## src/shared/cksf_pkg.sv

```systemverilog
// Constants, types and register map of the clock start-up and fail-safe controller
package cksf_pkg;

  // Register indices on the plain register port
  localparam logic [2:0] CKSF_ADDR_CFG_HIGH  = 3'h0;
  localparam logic [2:0] CKSF_ADDR_CLK_CTRL  = 3'h1;
  localparam logic [2:0] CKSF_ADDR_OSC_TRIM  = 3'h2;
  localparam logic [2:0] CKSF_ADDR_IRQ_EN2   = 3'h3;
  localparam logic [2:0] CKSF_ADDR_FLAGS2    = 3'h4;
  localparam logic [2:0] CKSF_ADDR_USB_CFG   = 3'h5;

  // Reset values
  localparam logic [7:0] CKSF_RST_CFG_HIGH   = 8'h02;
  localparam logic [7:0] CKSF_RST_CLK_CTRL   = 8'h30;
  localparam logic [7:0] CKSF_RST_OSC_TRIM   = 8'h00;
  localparam logic [7:0] CKSF_RST_IRQ_EN2    = 8'h00;
  localparam logic [2:0] CKSF_RST_USB_CFG    = 3'h0;

  // Field positions
  localparam int CKSF_BIT_TWO_SPEED  = 7;
  localparam int CKSF_BIT_MON_EN     = 6;
  localparam int CKSF_BIT_PLL_FORCE  = 4;
  localparam int CKSF_BIT_RUN_STAT   = 3;
  localparam int CKSF_BIT_SRC_UPPER  = 1;
  localparam int CKSF_BIT_PLL_SOFT   = 6;
  localparam int CKSF_BIT_FAIL       = 7;

  // Timing counts
  localparam int CKSF_OST_CYCLES     = 1024;
  localparam int CKSF_SAMPLE_DIV     = 64;
  localparam int CKSF_SECONDARY_KHZ  = 32;

  // Primary source modes
  localparam logic [3:0] CKSF_MODE_LP  = 4'h0;
  localparam logic [3:0] CKSF_MODE_XT  = 4'h1;
  localparam logic [3:0] CKSF_MODE_HS  = 4'h2;
  localparam logic [3:0] CKSF_MODE_EC  = 4'h4;
  localparam logic [3:0] CKSF_MODE_RC  = 4'h6;
  localparam logic [3:0] CKSF_MODE_INT = 4'h8;

  // Start-up and fail-safe sequencing
  typedef enum logic [1:0] {
    CKSF_ST_OST,
    CKSF_ST_RUN,
    CKSF_ST_FAILED
  } cksf_state_t;

  // Source actually driving the system clock
  typedef enum logic [1:0] {
    CKSF_SRC_INTERNAL,
    CKSF_SRC_PRIMARY,
    CKSF_SRC_SECONDARY
  } cksf_src_t;

  // Configuration word layout
  typedef struct packed {
    logic       two_speed_start_enable;
    logic       clock_monitor_enable;
    logic       periph_clk_enable;
    logic       pll_force_config;
    logic [3:0] primary_source_select;
  } cksf_cfg_t;

  // Clock control layout; running status is read-only
  typedef struct packed {
    logic       idle_enable;
    logic [2:0] internal_freq_select;
    logic       primary_running_status;
    logic       internal_stable;
    logic [1:0] system_source_select;
  } cksf_ctrl_t;

endpackage

```

## src/core/cksf_core.sv

```systemverilog
// Clock start-up, two-speed start and fail-safe clock monitor controller
//
// The strobed register port and the register addresses were left to the implementer.
`timescale 1ns/1ps

module cksf_core
  import cksf_pkg::*;
#(
  parameter int PRIMARY_KHZ = 12000   // Primary oscillator frequency in kHz
) (
  input  wire logic        core_clk,
  input  wire logic        resetn,
  input  wire logic        primary_osc_pin,
  input  wire logic        lf_osc_pin,
  input  wire logic        wake_pulse,
  input  wire logic        power_up_delay_timer_expire_pulse,
  input  wire logic [2:0]  reg_addr,
  input  wire logic [7:0]  reg_wr_data,
  input  wire logic        reg_wr_en,
  input  wire logic        reg_rd_en,
  output logic      [7:0]  reg_rd_data_q,
  output cksf_src_t        sys_src_q,
  output logic      [17:0] sys_freq_khz_q,
  output logic             cpu_halt_q,
  output logic             pll_on_q,
  output logic             primary_running_q,
  output logic             fail_safe_active_q,
  output logic             clock_fail_irq_q
);

  // Parameter checks
  if (PRIMARY_KHZ < 1 || PRIMARY_KHZ > 48000) begin : g_bad_khz
    $error("PRIMARY_KHZ must be 1 to 48000");
  end

  localparam logic [10:0] OST_LAST    = 11'(CKSF_OST_CYCLES - 1);
  localparam logic [4:0]  SAMPLE_LAST = 5'(CKSF_SAMPLE_DIV / 2 - 1);
  localparam logic [17:0] PRIMARY_F   = 18'(PRIMARY_KHZ);
  localparam logic [17:0] SECOND_F    = 18'(CKSF_SECONDARY_KHZ);

  // Software registers
  cksf_cfg_t   cfg_q;                 // Configuration word
  logic [2:0]  freq_sel_q;            // Internal frequency select
  logic        idle_q;                // Idle enable, stored only
  logic [1:0]  scs_q;                 // System source select
  logic [7:0]  trim_q;                // Trim register incl. soft PLL enable
  logic        fail_ie_q;             // Clock fail interrupt enable
  logic        fail_flag_q;           // Sticky clock fail flag
  logic [1:0]  cpu_div_q;             // CPU clock divider
  logic        usb_pre_q;             // USB prescale select, stored only

  // Synchronisers and detectors
  logic        p_meta_q;              // Primary pin, first stage
  logic        p_sync_q;              // Primary pin, second stage
  logic        p_last_q;              // Primary level one cycle ago
  logic        lf_meta_q;             // Low-frequency pin, first stage
  logic        lf_sync_q;             // Low-frequency pin, second stage
  logic        lf_last_q;             // Low-frequency level one cycle ago
  logic [4:0]  lf_cnt_q;              // Edge counter for divide by 64
  logic        sample_q;              // Sample clock level
  logic        latch_q;               // Fail detector latch

  // Sequencing
  cksf_state_t st_q;                  // Start-up state
  logic [10:0] ost_cnt_q;             // Start-up cycle count
  logic        fail_cond_q;           // Fail-safe condition

  // Decoded conditions
  logic        p_fall;                // Falling edge of primary clock
  logic        lf_rise;               // Rising edge of low-frequency clock
  logic        sample_rise;           // Sample clock about to rise
  logic        sample_fall;           // Sample clock about to fall
  logic        mode_crystal;          // Crystal mode with start-up timer
  logic        mode_no_ost;           // External clock or RC mode
  logic        mode_internal;         // Primary select names internal osc
  logic        two_speed_eff;         // Effective two-speed start-up
  logic        monitor_live;          // Monitor may flag a failure
  logic        fail_det;              // Failure seen this cycle
  logic        ost_done;              // Start-up timer expires this cycle
  logic        src_toggle;            // Software toggles upper select bit
  logic        restart;               // Start-up timer restart request
  logic        wr_ctrl;               // Write to clock control register
  cksf_ctrl_t  ctrl_view;             // Clock control read view
  cksf_src_t   src_d;                 // Next system source
  logic [17:0] freq_d;                // Next system frequency
  logic [17:0] base_f;                // Frequency before CPU divider
  logic        halt_d;                // Next halt state
  logic        pll_d;                 // Next PLL enable
  logic        run_stat_d;            // Next running status
  logic [7:0]  rd_d;                  // Next read data

  // Mode decode
  always_comb begin
    mode_crystal  = (cfg_q.primary_source_select == CKSF_MODE_LP) ||
                    (cfg_q.primary_source_select == CKSF_MODE_XT) ||
                    (cfg_q.primary_source_select == CKSF_MODE_HS);
    mode_no_ost   = (cfg_q.primary_source_select == CKSF_MODE_EC) ||
                    (cfg_q.primary_source_select == CKSF_MODE_RC);
    mode_internal = !mode_crystal && !mode_no_ost;
    // Monitor enable implies two-speed start
    two_speed_eff = cfg_q.two_speed_start_enable || cfg_q.clock_monitor_enable;
  end

  // Register strobes and restart causes
  always_comb begin
    wr_ctrl    = reg_wr_en && (reg_addr == CKSF_ADDR_CLK_CTRL);
    src_toggle = wr_ctrl && (reg_wr_data[CKSF_BIT_SRC_UPPER] != scs_q[1]);
    // Wake-up and delay-timer expiry send the sequencer back to the start-up timer state
    restart    = wake_pulse || power_up_delay_timer_expire_pulse ||
                 (src_toggle && st_q == CKSF_ST_FAILED);
  end

  // Two-flop synchronisers for both oscillator pins
  always_ff @(posedge core_clk or negedge resetn) begin
    if (!resetn) begin
      p_meta_q  <= 1'b0;
      p_sync_q  <= 1'b0;
      p_last_q  <= 1'b0;
      lf_meta_q <= 1'b0;
      lf_sync_q <= 1'b0;
      lf_last_q <= 1'b0;
    end else begin
      p_meta_q  <= primary_osc_pin;
      p_sync_q  <= p_meta_q;
      p_last_q  <= p_sync_q;
      lf_meta_q <= lf_osc_pin;
      lf_sync_q <= lf_meta_q;
      lf_last_q <= lf_sync_q;
    end
  end

  // Edge detection on synchronised levels only
  always_comb begin
    p_fall      = p_last_q && !p_sync_q;
    lf_rise     = !lf_last_q && lf_sync_q;
    sample_rise = lf_rise && (lf_cnt_q == SAMPLE_LAST) && !sample_q;
    sample_fall = lf_rise && (lf_cnt_q == SAMPLE_LAST) && sample_q;
  end

  // Sample clock: toggles every 32 low-frequency edges, period 64
  always_ff @(posedge core_clk or negedge resetn) begin
    if (!resetn) begin
      lf_cnt_q <= 5'h00;
      sample_q <= 1'b0;
    end else if (lf_rise) begin
      if (lf_cnt_q == SAMPLE_LAST) begin
        lf_cnt_q <= 5'h00;
        sample_q <= !sample_q;
      end else begin
        lf_cnt_q <= lf_cnt_q + 5'h01;
      end
    end
  end

  // Failure decision: a whole high half-cycle without a primary fall
  always_comb begin
    monitor_live = cfg_q.clock_monitor_enable && !mode_internal &&
                   (st_q == CKSF_ST_RUN);
    fail_det     = monitor_live && sample_fall && !latch_q && !p_fall;
  end

  // Detector latch, primed when monitoring begins so no false failure
  always_ff @(posedge core_clk or negedge resetn) begin
    if (!resetn) begin
      latch_q <= 1'b0;
    end else if (p_fall || ost_done) begin
      latch_q <= 1'b1;
    end else if (sample_rise) begin
      latch_q <= 1'b0;
    end
  end

  // Start-up timer expiry
  always_comb begin
    if (st_q != CKSF_ST_OST) begin
      ost_done = 1'b0;
    end else if (mode_crystal) begin
      ost_done = p_fall && (ost_cnt_q == OST_LAST);
    end else begin
      // No timer for external clock, RC or internal primary
      ost_done = 1'b1;
    end
  end

  // Start-up timer counter, counting primary oscillations
  always_ff @(posedge core_clk or negedge resetn) begin
    if (!resetn) begin
      ost_cnt_q <= 11'h000;
    end else if (restart || ost_done) begin
      ost_cnt_q <= 11'h000;
    end else if (st_q == CKSF_ST_OST && p_fall) begin
      ost_cnt_q <= ost_cnt_q + 11'h001;
    end
  end

  // Start-up and fail-safe state machine
  always_ff @(posedge core_clk or negedge resetn) begin
    if (!resetn) begin
      st_q <= CKSF_ST_OST;
    end else if (restart) begin
      st_q <= CKSF_ST_OST;
    end else begin
      unique case (st_q)
        CKSF_ST_OST: begin
          if (ost_done) begin
            st_q <= CKSF_ST_RUN;
          end
        end
        CKSF_ST_RUN: begin
          if (fail_det) begin
            st_q <= CKSF_ST_FAILED;
          end
        end
        CKSF_ST_FAILED: begin
          // Held here until a restart: software toggles the upper select bit, or wake-up or delay-timer expiry
          st_q <= CKSF_ST_FAILED;
        end
        default: begin
          st_q <= CKSF_ST_OST;
        end
      endcase
    end
  end

  // Fail-safe condition: set on failure, cleared at timer expiry
  always_ff @(posedge core_clk or negedge resetn) begin
    if (!resetn) begin
      fail_cond_q <= 1'b0;
    end else if (fail_det) begin
      fail_cond_q <= 1'b1;
    end else if (ost_done) begin
      fail_cond_q <= 1'b0;
    end
  end

  // Sticky fail flag: a failure in the clearing cycle wins
  always_ff @(posedge core_clk or negedge resetn) begin
    if (!resetn) begin
      fail_flag_q <= 1'b0;
    end else if (fail_det) begin
      fail_flag_q <= 1'b1;
    end else if (reg_wr_en && reg_addr == CKSF_ADDR_FLAGS2) begin
      // Clear accepted whatever the fail-safe condition
      fail_flag_q <= reg_wr_data[CKSF_BIT_FAIL];
    end
  end

  // Configuration, trim, enable and USB divider registers
  always_ff @(posedge core_clk or negedge resetn) begin
    if (!resetn) begin
      cfg_q     <= cksf_cfg_t'(CKSF_RST_CFG_HIGH);
      trim_q    <= CKSF_RST_OSC_TRIM;
      fail_ie_q <= CKSF_RST_IRQ_EN2[CKSF_BIT_FAIL];
      cpu_div_q <= CKSF_RST_USB_CFG[1:0];
      usb_pre_q <= CKSF_RST_USB_CFG[2];
    end else if (reg_wr_en) begin
      unique case (reg_addr)
        CKSF_ADDR_CFG_HIGH: begin
          cfg_q <= cksf_cfg_t'(reg_wr_data);
        end
        CKSF_ADDR_OSC_TRIM: begin
          trim_q <= reg_wr_data;
        end
        CKSF_ADDR_IRQ_EN2: begin
          fail_ie_q <= reg_wr_data[CKSF_BIT_FAIL];
        end
        CKSF_ADDR_USB_CFG: begin
          cpu_div_q <= reg_wr_data[1:0];
          usb_pre_q <= reg_wr_data[2];
        end
        default: begin
          // Other addresses hold no register here
        end
      endcase
    end
  end

  // Clock control register, writable fields only
  always_ff @(posedge core_clk or negedge resetn) begin
    if (!resetn) begin
      idle_q     <= CKSF_RST_CLK_CTRL[7];
      freq_sel_q <= CKSF_RST_CLK_CTRL[6:4];
      scs_q      <= CKSF_RST_CLK_CTRL[1:0];
    end else if (wr_ctrl) begin
      idle_q     <= reg_wr_data[7];
      freq_sel_q <= reg_wr_data[6:4];
      scs_q      <= reg_wr_data[1:0];
    end
  end

  // Internal oscillator frequency in kHz for a select code
  function automatic logic [17:0] int_khz(input logic [2:0] sel);
    logic [17:0] f;
    f = 18'd31;
    unique case (sel)
      3'h0: f = 18'd31;
      3'h1: f = 18'd250;
      3'h2: f = 18'd500;
      3'h3: f = 18'd1000;
      3'h4: f = 18'd2000;
      3'h5: f = 18'd4000;
      3'h6: f = 18'd8000;
      3'h7: f = 18'd16000;
    endcase
    return f;
  endfunction

  // Source selection, PLL and halt
  always_comb begin
    // PLL forced by configuration, otherwise under software
    pll_d = cfg_q.pll_force_config || trim_q[CKSF_BIT_PLL_SOFT];
    halt_d = 1'b0;
    if (scs_q[1]) begin
      src_d = CKSF_SRC_INTERNAL;
    end else if (st_q == CKSF_ST_FAILED || fail_cond_q) begin
      // A failure forces internal even over the secondary select
      src_d = CKSF_SRC_INTERNAL;
    end else if (scs_q[0]) begin
      src_d = CKSF_SRC_SECONDARY;
    end else if (mode_internal) begin
      src_d = CKSF_SRC_INTERNAL;
    end else if (st_q == CKSF_ST_OST && two_speed_eff) begin
      src_d = CKSF_SRC_INTERNAL;
    end else begin
      src_d = CKSF_SRC_PRIMARY;
      halt_d = (st_q == CKSF_ST_OST) && mode_crystal;
    end
    run_stat_d = (src_d == CKSF_SRC_PRIMARY) ||
                 (mode_internal && scs_q == 2'b00);
  end

  // System frequency: primary through PLL and CPU divider, else other
  always_comb begin
    base_f = pll_d ? {PRIMARY_F[15:0], 2'b00} : PRIMARY_F;
    unique case (src_d)
      CKSF_SRC_PRIMARY: begin
        unique case (cpu_div_q)
          2'b00: freq_d = base_f;
          2'b01: freq_d = base_f >> 1;
          2'b10: freq_d = base_f / 18'd3;
          2'b11: freq_d = base_f >> 2;
        endcase
      end
      CKSF_SRC_SECONDARY: begin
        freq_d = SECOND_F;
      end
      default: begin
        freq_d = int_khz(freq_sel_q);
      end
    endcase
  end

  // Read mux; unmapped addresses read zero
  always_comb begin
    ctrl_view.idle_enable            = idle_q;
    ctrl_view.internal_freq_select   = freq_sel_q;
    ctrl_view.primary_running_status = primary_running_q;
    ctrl_view.internal_stable        = 1'b1;
    ctrl_view.system_source_select   = scs_q;
    unique case (reg_addr)
      CKSF_ADDR_CFG_HIGH: rd_d = cfg_q;
      CKSF_ADDR_CLK_CTRL: rd_d = ctrl_view;
      CKSF_ADDR_OSC_TRIM: rd_d = trim_q;
      CKSF_ADDR_IRQ_EN2:  rd_d = {fail_ie_q, 7'h00};
      CKSF_ADDR_FLAGS2:   rd_d = {fail_flag_q, 7'h00};
      CKSF_ADDR_USB_CFG:  rd_d = {5'h00, usb_pre_q, cpu_div_q};
      default:            rd_d = 8'h00;
    endcase
  end

  // Read data register, valid the cycle after the strobe
  always_ff @(posedge core_clk or negedge resetn) begin
    if (!resetn) begin
      reg_rd_data_q <= 8'h00;
    end else if (reg_rd_en) begin
      reg_rd_data_q <= rd_d;
    end else begin
      reg_rd_data_q <= 8'h00;
    end
  end

  // Registered outputs
  always_ff @(posedge core_clk or negedge resetn) begin
    if (!resetn) begin
      sys_src_q          <= CKSF_SRC_INTERNAL;
      sys_freq_khz_q     <= 18'h00000;
      cpu_halt_q         <= 1'b0;
      pll_on_q           <= 1'b0;
      primary_running_q  <= 1'b0;
      fail_safe_active_q <= 1'b0;
      clock_fail_irq_q   <= 1'b0;
    end else begin
      sys_src_q          <= src_d;
      sys_freq_khz_q     <= freq_d;
      cpu_halt_q         <= halt_d;
      pll_on_q           <= pll_d;
      primary_running_q  <= run_stat_d;
      fail_safe_active_q <= fail_cond_q;
      clock_fail_irq_q   <= fail_flag_q && fail_ie_q;
    end
  end

endmodule

```

## config.mk

```make
export PLATFORM = sky130hd
export DESIGN_NAME = cksf_core
export DESIGN_NICKNAME = d
export VERILOG_FILES = /design/src/shared/cksf_pkg.sv /design/src/core/cksf_core.sv
export SDC_FILE = /design/constraint.sdc
export NUM_CORES = 1
export LEC_CHECK = 0
export ABC_AREA = 1
export BUFFER_PORTS_ARGS = -buffer_cell sky130_fd_sc_hd__buf_2
export CORE_MARGIN = 2
export CORE_UTILIZATION = 52
export CTS_CLUSTER_SIZE = 16
export DETAILED_ROUTE_END_ITERATION = 10
export PLACE_DENSITY = 0.76
export SYNTH_ARGS = -nofsm -noshare
export SYNTH_HDL_FRONTEND = slang
export SYNTH_SLANG_ARGS = --single-unit
```

## constraint.sdc

```tcl
create_clock -name core_clk -period 1.89 [get_ports core_clk]
set_input_delay 0.189 -clock core_clk [delete_from_list [all_inputs] [get_ports core_clk]]
set_output_delay 0.189 -clock core_clk [all_outputs]
set_load 0.005 [all_outputs]
```

==> impl_metrics.py, run 1 <==
metrics = {
    "outcome": {
        "status": "completed",
    },
    "setup_path": {
        "worstSetupStartpoint": "st_q[0]",
        "crit_required_ns": 2.12,
        "crit_path_start_kind": "flop",
        "r2r_slack_ns": 0.04,
        "cp.arrival_ns": 2.08,
        "critPathCaptureType": "flop",
        "r2r_cells": 13,
        "worst-path-max-fanout": 5,
        "critical_path_class": "reg2reg",
        "r2r_start": "st_q[0]",
    },
    "pwr": {
        "swShare_pct": 30.4,
        "pwr-share-comb_pct": 25.1,
        "p_seq_share_pct": 44.9,
        "p_clk_share_pct": 30.0,
        "cellLeakagePower_nw": 2.47,
        "power_mw": 5.17,
        "p_per_area_nw_per_um2": 1070,
        "intPower_mw": 3.60,
        "p_sw_mw": 1.57,
        "vdd_drop_max_mv": 0.528,
    },
    "clock_network": {
        "cts_buffers": 9,
        "path_clk_slew_ns": 0.09,
        "cts_tree": "built",
        "insertion_delay_ns": 0.36,
        "cts_num_sinks": 85,
        "clk_path_buf_depth": 2,
        "root_buffer": "clkbuf_8",
        "h-tree-depth": 3,
    },
    "logic_synthesis": {
        "yosys.cell_types.count": 37,
        "avgSynthCellArea_sq_um": 8.90,
        "synth-async-reset-ratio_pct": 100,
        "netlist.top_cell.by_area": "dfrtp_1",
        "ys_seq_elements": 85,
        "syn_area_sq_um": 3860,
        "synthFlopType": "dfrtp_1",
        "yosys_warnings": 0,
        "synth_edf_count": 0,
        "synthTopCellsByArea": "dfrtp_1 53%, nand2_1 9.8%, inv_1 5.8%",
        "yosys.area.top_type_share_pct": 53.1,
        "syn_inst": 434,
        "ys_seq_area_share_pct": 55.2,
    },
    "grt": {
        "grt_use_total_pct": 21.9,
        "antenna_found_initial": 0,
        "grt_overflow_total": 0,
        "grt_max_degree": 39,
        "grt_pass1_vias": 3138,
        "grt_pass1_wl_um": 14200,
    },
    "placement": {
        "io_buffers": 49,
        "dp_hpwl_um": 5920,
        "pre_cts_slack_ns": -0.195,
        "dp_cells": 600,
        "place.gp.congestion": 0.888,
    },
    "hold_path": {
        "hold_depth": 3,
        "min_path_type": "in2reg",
        "hold_start": "reg_wr_data[0]",
    },
    "layout": {
        "final_cell_mix": "99 x nand2_1, 82 x dfrtp_1, 55 x inv_1, 48 x buf_2, 39 x nor2_1",
        "insertedDiodeCount": 0,
        "area.growth.synth_to_final_pct": 24.6,
        "final_util_pct": 66.7,
        "seqCellArea_sq_um": 2130,
        "multi_input_area_sq_um": 1530,
        "n_fill_cell": 577,
        "final_common_cell": "nand2_1",
        "layout-drive-gt1-share_pct": 27.5,
        "instances_no_fill": 630,
        "fin_nets": 553,
    },
    "floorplanning": {
        "die_area_sq_um": 8130,
        "fp-row-count": 31,
        "start_util_pct": 53.5,
        "coreArea_sq_um": 7210,
        "die_h_um": 90.2,
        "ioPinCount": 52,
        "die-width_um": 90.2,
    },
    "sta": {
        "hold_viol_final": 0,
        "clock_skew_ns": 0.0109,
        "setup_tns_ns": 0,
        "fin_crit_sh_pct": 97.7,
        "slew_violations": 0,
        "layout_setup_ws_ns": 0.0432,
        "fin_crit_ns": 1.85,
        "setup_violations": 0,
        "clock.fmax_mhz": 541,
    },
    "drt": {
        "drt_wl_total_um": 8490,
        "first_pass_iters": 5,
        "drtIter0Drc": 265,
        "vias_per_cell": 5.09,
        "final_antenna_net_count": 0,
        "vias": 3205,
        "drc": 0,
        "wl_per_cell_um": 13.5,
    },
    "flow_run": {
        "max-cap-violations": 0,
    },
}
## Yosys cell counts, types with 2 or more instances
cell / number
inv_1: 60
nand2_2: 3
a31oi_1: 4
dfstp_2: 3
buf_6: 2
o21ai_1: 9
buf_4: 2
nand3_1: 23
nor3_1: 8
inv_2: 7
xor2_1: 5
o21ai_0: 27
o211ai_1: 6
nand4_1: 4
nor2_2: 2
dfrtp_1: 82
o21ai_2: 8
nor2_1: 44
ha_1: 8
a21oi_1: 6
xnor2_1: 3
o221ai_1: 3
nand2_1: 101
## metrics by stage
step / cell area (sq um) / hold WS (ns)
after floorplan: 3870 / -0.107
after detailed placement: 4370 / 0.129
after global routing: 4810 / 0.0777
after CTS: 4750 / 0.0675
final: 4810 / 0.0848
after global placement: 4370 / 0.122
## worst max-delay path: stages, from the launching register on
cell and delay (ns):
dfrtp_1 0.36, inv_1 0.06, ha_2 0.19, nor2_2 0.09
inv_2 0.07, nor3_4 0.14, buf_6 0.12, inv_1 0.04
ha_1 0.19, inv_2 0.13, nor2_4 0.06, buf_4 0.13
nand2_1 0.05, o221ai_1 0.09
## per-layer routing
| layer | track usage [%] | up-vias | part of all wire [%] |
|---|---|---|---|
| met5 | 0 | - | 0 |
| met3 | 4.27 | 16 | 4.3 |
| met1 | 27.1 | 1531 | 42 |
| li1 | - | 1565 | - |
| met2 | 38.4 | 93 | 52 |
| met4 | 7.82 | 0 | 1.8 |
## flip-flops by register name, summed over array words and instances, names as in the netlist, 2 cells and up
signal / flops
cfg_q: 8
cpu_div_q: 2
freq_sel_q: 3
lf_cnt_q: 5
ost_cnt_q: 11
reg_rd_data_q: 8
scs_q: 2
st_q: 2
sys_freq_khz_q: 16
sys_src_q: 2
trim_q: 8
## cells by family after synthesis
logic type / share of synthesized area (%)
DFF: 55.2
and+or+nand+nor: 22.1
xor gates and xnor gates: 1.81
adders and majority gates: 2.59
buffers and inverters: 7.65
AOI/OAI and AO/OA: 10.5
other: 0.0971
## path summary, 6_finish.rpt
path                                      to
max in group asynchronous           pll_on_q
min in group asynchronous          trim_q[2]
setup / recovery           sys_freq_khz_q[8]
hold reg to reg                    lf_sync_q
setup reg to reg           sys_freq_khz_q[8]
hold / removal                      scs_q[0]
## power by group through the flow
stage	Clock (mW)	Combinational [mW]	Sequential, mW
2_1_floorplan	0	0.582	2.34
3_3_place_gp	0	1.07	2.34
3_5_place_dp	0	1.11	2.34
4_1_cts	1.58	1.22	2.31
5_1_grt	1.65	1.44	2.36
6_report	1.55	1.30	2.32
## layout make-up
class	count	share of cell area (%)
Sequential cell	85	44.3
Multi-Input combinational cell	279	31.7
Timing Repair Buffer	83	10.9
Inverter	68	5.36
Clock buffer	9	2.57
Tap cell	99	2.57
Clock inverter	7	2.55
## repair_timing
action,4_1_cts,5_1_grt
hold endpoints to repair,25,0
pin swaps,7,5
gates resized for setup,12,15
hold buffers,3,0
setup endpoints to repair,15,16
cloned,1,0
buffers inserted,6,4
Note: power is estimated with default switching activity, not from simulation.
==> inputs of run 2 (changes only) <==
CORE_UTILIZATION = 54   (was 52)
CTS_BUF_LIST = sky130_fd_sc_hd__clkbuf_2 sky130_fd_sc_hd__clkbuf_4 sky130_fd_sc_hd__clkbuf_8   (was unset)
PLACE_DENSITY = 0.78   (was 0.76)
==> run 2 against run 1 <==
Compared with the run above:
- power fell by 4.6%
- clock skew rose by 0.0063 ns
- critical path depth fell by 4
- highest routed layer unchanged
- critical endpoint is now sys_freq_khz_q[12]
- maximum frequency fell by 1.3%
- core utilization rose by 2.7 points
- count of clock-buffer cells in the layout did not move
- sequential share of layout area rose by 0.40 points
- global-route usage rose by 0.79 points
==> impl_metrics.py, run 2 (same netlist as run 1, synthesis figures left out) <==
metrics = {
    "outcome": {
        "status": "completed",
    },
    "sta": {
        "clock_skew_ns": 0.0172,
        "clock.fmax_mhz": 535,
        "fin_crit_ns": 1.87,
        "rsz0062_at_grt": "true",
        "hold_ws_ns": 0.0648,
        "setup_violations": 0,
        "fin_crit_sh_pct": 99.0,
        "hold_viol_final": 0,
        "slew_violations": 0,
    },
    "setup_path": {
        "crit_required_ns": 2.17,
        "worst-path-max-fanout": 5,
        "cp.arrival_ns": 2.15,
        "r2r_start": "st_q[1]",
        "crit_path_start_kind": "flop",
        "critical_path_class": "reg2reg",
        "r2r_cells": 9,
        "timing.rr.end": "sys_freq_khz_q[12]",
        "critPathCaptureType": "flop",
        "r2r_slack_ns": 0.02,
    },
    "placement": {
        "dp_hpwl_um": 5670,
        "io_buffers": 49,
        "place.gp.congestion": 0.926,
        "dp_cells": 593,
    },
    "floorplanning": {
        "coreArea_sq_um": 6870,
        "ioPinCount": 52,
        "die_h_um": 88.6,
        "die_area_sq_um": 7840,
        "fp-row-count": 30,
        "die-width_um": 88.6,
        "start_util_pct": 56.2,
    },
    "pwr": {
        "power_mw": 4.93,
        "cellLeakagePower_nw": 2.42,
        "vdd_drop_max_mv": 0.547,
        "p_per_area_nw_per_um2": 1030,
    },
    "drt": {
        "drc": 0,
        "first_pass_iters": 4,
        "drt_wl_total_um": 8130,
        "wl_per_cell_um": 13.1,
        "final_antenna_net_count": 0,
        "vias": 3100,
        "drtIter0Drc": 201,
        "vias_per_cell": 5.00,
    },
    "layout": {
        "largest_reg_flops": 16,
        "final_util_pct": 69.4,
        "final_cell_mix": "98 x nand2_1, 82 x dfrtp_1, 55 x inv_1, 48 x buf_2, 40 x nor2_1",
        "multi_input_area_sq_um": 1570,
        "instances_no_fill": 620,
        "n_fill_cell": 533,
        "final_common_cell": "nand2_1",
        "layout-drive-gt1-share_pct": 28.1,
        "regMostFlops": "sys_freq_khz_q",
        "insertedDiodeCount": 0,
        "seqCellArea_sq_um": 2130,
        "area.growth.synth_to_final_pct": 23.5,
        "fin_nets": 546,
        "largestRegisters": "sys_freq_khz_q: 16 flops, ost_cnt_q: 11 flops",
    },
    "clock_network": {
        "root_buffer": "clkbuf_8",
        "cts_num_sinks": 85,
        "h-tree-depth": 3,
        "cts_tree": "built",
        "cts_buffers": 9,
        "insertion_delay_ns": 0.37,
        "clk_path_buf_depth": 2,
        "path_clk_slew_ns": 0.10,
    },
    "hold_path": {
        "hold_start": "reg_rd_en",
        "hold_depth": 3,
        "hold_path_end": "reg_rd_data_q[3]",
        "min_path_type": "in2reg",
    },
    "grt": {
        "grt_max_degree": 56,
        "grt_pass1_wl_um": 13700,
        "grt_use_total_pct": 22.7,
        "grt_pass1_vias": 3076,
        "antenna_found_initial": 0,
        "grt_overflow_total": 0,
    },
    "flow_run": {
        "max-cap-violations": 0,
    },
}
run 2: cell count changes in the layout (fill, tap and decap cells not counted), sizes merged:
cell    delta
buf        -7
inv        +2
bufinv     -2
run 2: worst max path at each step:
stage | startpoint | to | depth (start not counted)
floorplan | st_q[0] | sys_freq_khz_q[6] | 10
global placement | st_q[0] | sys_freq_khz_q[6] | 10
detailed placement | st_q[0] | sys_freq_khz_q[6] | 10
CTS | st_q[0] | sys_freq_khz_q[8] | 11
global route | st_q[1] | sys_freq_khz_q[12] | 9
finish | st_q[1] | sys_freq_khz_q[12] | 9
run 2: critical path: stages, from the launching register on:
cell     delay, ns
dfrtp_1       0.42
ha_4          0.19
nor2_4        0.09
inv_2         0.06
nor3_4        0.25
ha_4          0.25
buf_6         0.12
nor2_4        0.19
o21ai_0       0.13
o21ai_0       0.10
run 2: metrics by stage:
step	instance area (sq um)	TNS, ns	setup slack, ns
6_report	4770	0	0.0194
5_1_grt	4770	-0.402	-0.0990
4_1_cts	4650	0	0.00327
3_5_place_dp	4340	-0.827	-0.153
3_3_place_gp	4340	-0.181	-0.0619
2_1_floorplan	3870	0	0.00197
run 2: power by group:
| part | total [mW] | leakage (nW) | internal, mW | switching [mW] |
|---|---|---|---|---|
| clock network | 1.33 | 0.0968 | 0.626 | 0.700 |
| logic | 1.28 | 1.24 | 0.561 | 0.722 |
| registers | 2.32 | 1.08 | 2.14 | 0.178 |
run 2: cell type report:
class	instances	share of cell area, %
Multi-Input combinational cell	279	33.0
Inverter	68	5.46
Clock buffer	9	2.60
Sequential cell	85	44.7
Timing Repair Buffer	76	10.1
Clock inverter	7	1.68
Tap cell	96	2.52
run 2: layer usage:
metal	GRT usage [%]	vias up	wire (um)
met5	0	-	0
met4	12.4	0	201
met3	3.82	18	367
met2	38.9	94	4100
met1	27.3	1432	3460
li1	-	1556	-
run 2: timing repair:
| item | in CTS | in global routing |
|---|---|---|
| pin swaps | 5 | 10 |
| endpoints found under the setup margin | 12 | 18 |
| hold endpoints to repair | 31 | 0 |
| hold buffers | 3 | 0 |
| gates resized for setup | 13 | 30 |
| setup buffers | 3 | 4 |
| cloned | 1 | 0 |
==> inputs of run 3 (changes only) <==
CELL_PAD_IN_SITES_DETAIL_PLACEMENT = 0   (was unset)
CELL_PAD_IN_SITES_GLOBAL_PLACEMENT = 1   (was unset)
CORE_UTILIZATION = 41   (was 54)
PLACE_DENSITY = unset   (was 0.78)
PLACE_DENSITY_LB_ADDON = 0.1   (was unset)
==> run 3 against run 2 <==
Compared with the run above:
- combinational power shrank 4%
- core utilization shrank 18 points
- setup slack gained 0.044 ns
- clock skew shrank 0.0036 ns
- via count shrank 2.1%
- non-clock buffer count grew 2
- sequential share of layout area grew 0.082 points
- cell count grew 2.6%
- clock power is essentially flat
- power shrank 1.9%
- critical path depth grew 1
- critical path type unchanged
- critical endpoint is now sys_freq_khz_q[6]
==> impl_metrics.py, run 3 (same netlist as run 1, synthesis figures left out) <==
metrics = {
    "sta": {
        "setup_violations": 0,
        "clock_skew_ns": 0.0136,
        "rsz0062_at_grt": "true",
        "hold_ws_ns": 0.0775,
        "fin_crit_ns": 1.83,
        "setup_tns_ns": 0,
        "slew_violations": 0,
        "fin_crit_sh_pct": 96.7,
        "clock.fmax_mhz": 547,
        "hold_viol_final": 0,
    },
    "clock_network": {
        "insertion_delay_ns": 0.36,
        "cts_num_sinks": 85,
        "cts_tree": "built",
        "clk_path_buf_depth": 2,
        "path_clk_slew_ns": 0.09,
        "cts_buffers": 9,
        "h-tree-depth": 3,
        "root_buffer": "clkbuf_8",
    },
    "floorplanning": {
        "fp-row-count": 35,
        "ioPinCount": 52,
        "die_h_um": 101,
        "die-width_um": 101,
        "die_area_sq_um": 10200,
        "coreArea_sq_um": 9200,
        "start_util_pct": 42.0,
    },
    "setup_path": {
        "critPathCaptureType": "flop",
        "critical_path_class": "reg2reg",
        "crit_required_ns": 2.16,
        "worst-path-max-fanout": 8,
        "cp.arrival_ns": 2.09,
        "crit_path_start_kind": "flop",
        "cpMaxStageDelayCell": "dfrtp_1",
        "slowest_delay_ns": 0.37,
        "cp_cell_sequence": "inv_2, ha_4, nor2_2, inv_2, nor3_4, buf_6, ha_4, nor2_4, o21ai_1, o221ai_1",
    },
    "placement": {
        "place.gp.congestion": 0.800,
        "io_buffers": 49,
        "place_area_sq_um": 4380,
        "dp_cells": 611,
        "dp_hpwl_um": 6260,
    },
    "drt": {
        "final_antenna_net_count": 0,
        "drc": 0,
        "drt_wl_total_um": 8560,
        "drtIter0Drc": 89,
        "first_pass_iters": 4,
        "vias_per_cell": 4.77,
        "vias": 3035,
        "wl_per_cell_um": 13.5,
    },
    "layout": {
        "n_fill_cell": 902,
        "area.growth.synth_to_final_pct": 23.3,
        "largest_reg_flops": 16,
        "instances_no_fill": 636,
        "insertedDiodeCount": 0,
        "fin_area_sq_um": 4760,
        "fin_nets": 547,
        "final_common_cell": "nand2_1",
        "regMostFlops": "sys_freq_khz_q",
        "largestRegisters": "sys_freq_khz_q: 16 flops, ost_cnt_q: 11 flops",
        "final_cell_mix": "99 x nand2_1, 82 x dfrtp_1, 54 x inv_1, 48 x buf_2, 39 x nor2_1",
        "layout-drive-gt1-share_pct": 27.4,
    },
    "pwr": {
        "p_per_area_nw_per_um2": 1020,
        "power_mw": 4.84,
        "vdd_drop_max_mv": 0.412,
        "cellLeakagePower_nw": 2.43,
    },
    "grt": {
        "grt_pass1_vias": 2978,
        "grt_use_total_pct": 18.2,
        "grt_max_degree": 32,
        "grt_overflow_total": 0,
        "grt_pass1_wl_um": 14400,
        "antenna_found_initial": 0,
    },
    "flow_run": {
        "max-cap-violations": 0,
    },
    "hold_path": {
        "min_path_type": "in2reg",
    },
    "outcome": {
        "status": "completed",
    },
}
[run 3: layer usage]
metal | up-vias | part of all wire, % | track usage, %
met3 | 8 | 3.4 | 3.33
li1 | 1555 | - | -
met1 | 1420 | 48 | 24.5
met2 | 52 | 48 | 29.8
met4 | 0 | 1.1 | 5.93
met5 | - | 0 | 0
[run 3: report_power, final]
part | total [mW] | leakage, nW | switching [mW] | internal (mW)
registers | 2.32 | 1.08 | 0.172 | 2.14
logic | 1.23 | 1.25 | 0.697 | 0.532
clock network | 1.30 | 0.0957 | 0.672 | 0.624
[run 3: final timing paths]
path | from | endpoint | slack [ns] | depth (start not counted)
max | st_q[0] | sys_freq_khz_q[6] | 0.06 | 10
min | reg_wr_data[0] | scs_q[0] | 0.08 | 3
max reg2reg | st_q[0] | sys_freq_khz_q[6] | 0.06 | 10
min reg2reg | p_meta_q | p_sync_q | 0.36 | 0
max in group asynchronous | resetn | cfg_q[1] | 1.04 | 3
min in group asynchronous | resetn | trim_q[2] | 0.28 | 2
[run 3: stage by stage]
step	utilization (%)	setup WS, ns
after global placement	47.6	-0.124
after CTS	50.7	0.00895
after floorplan	-	0.00197
after detailed placement	47.6	-0.194
after global routing	51.8	-0.0360
final	51.8	0.0632
[run 3: critical path: cells and delay by family, from the launching register on]
family	cells	cell delay (ns)
and+or+nand+nor	3	0.49
DFF	1	0.37
buffers and inverters	3	0.25
adders and majority gates	2	0.36
AOI/OAI and AO/OA	2	0.27
[run 3: what timing repair did]
item / in CTS / in global routing
setup endpoints to repair: 14 / 17
hold endpoints to repair: 25 / 0
pin swaps: 7 / 6
hold buffers: 3 / 0
gates resized for setup: 16 / 17
buffers inserted: 1 / 5
[run 3: area by class of cell]
type	instances	area [sq um]	share of cell area (%)
sequential	85	2130	44.8
inverter	68	258	5.41
clock buffer	10	131	2.76
timing repair buffer	78	493	10.4
multi-input combinational	278	1550	32.5
tap	111	139	2.92
clock inverter	6	63.8	1.34
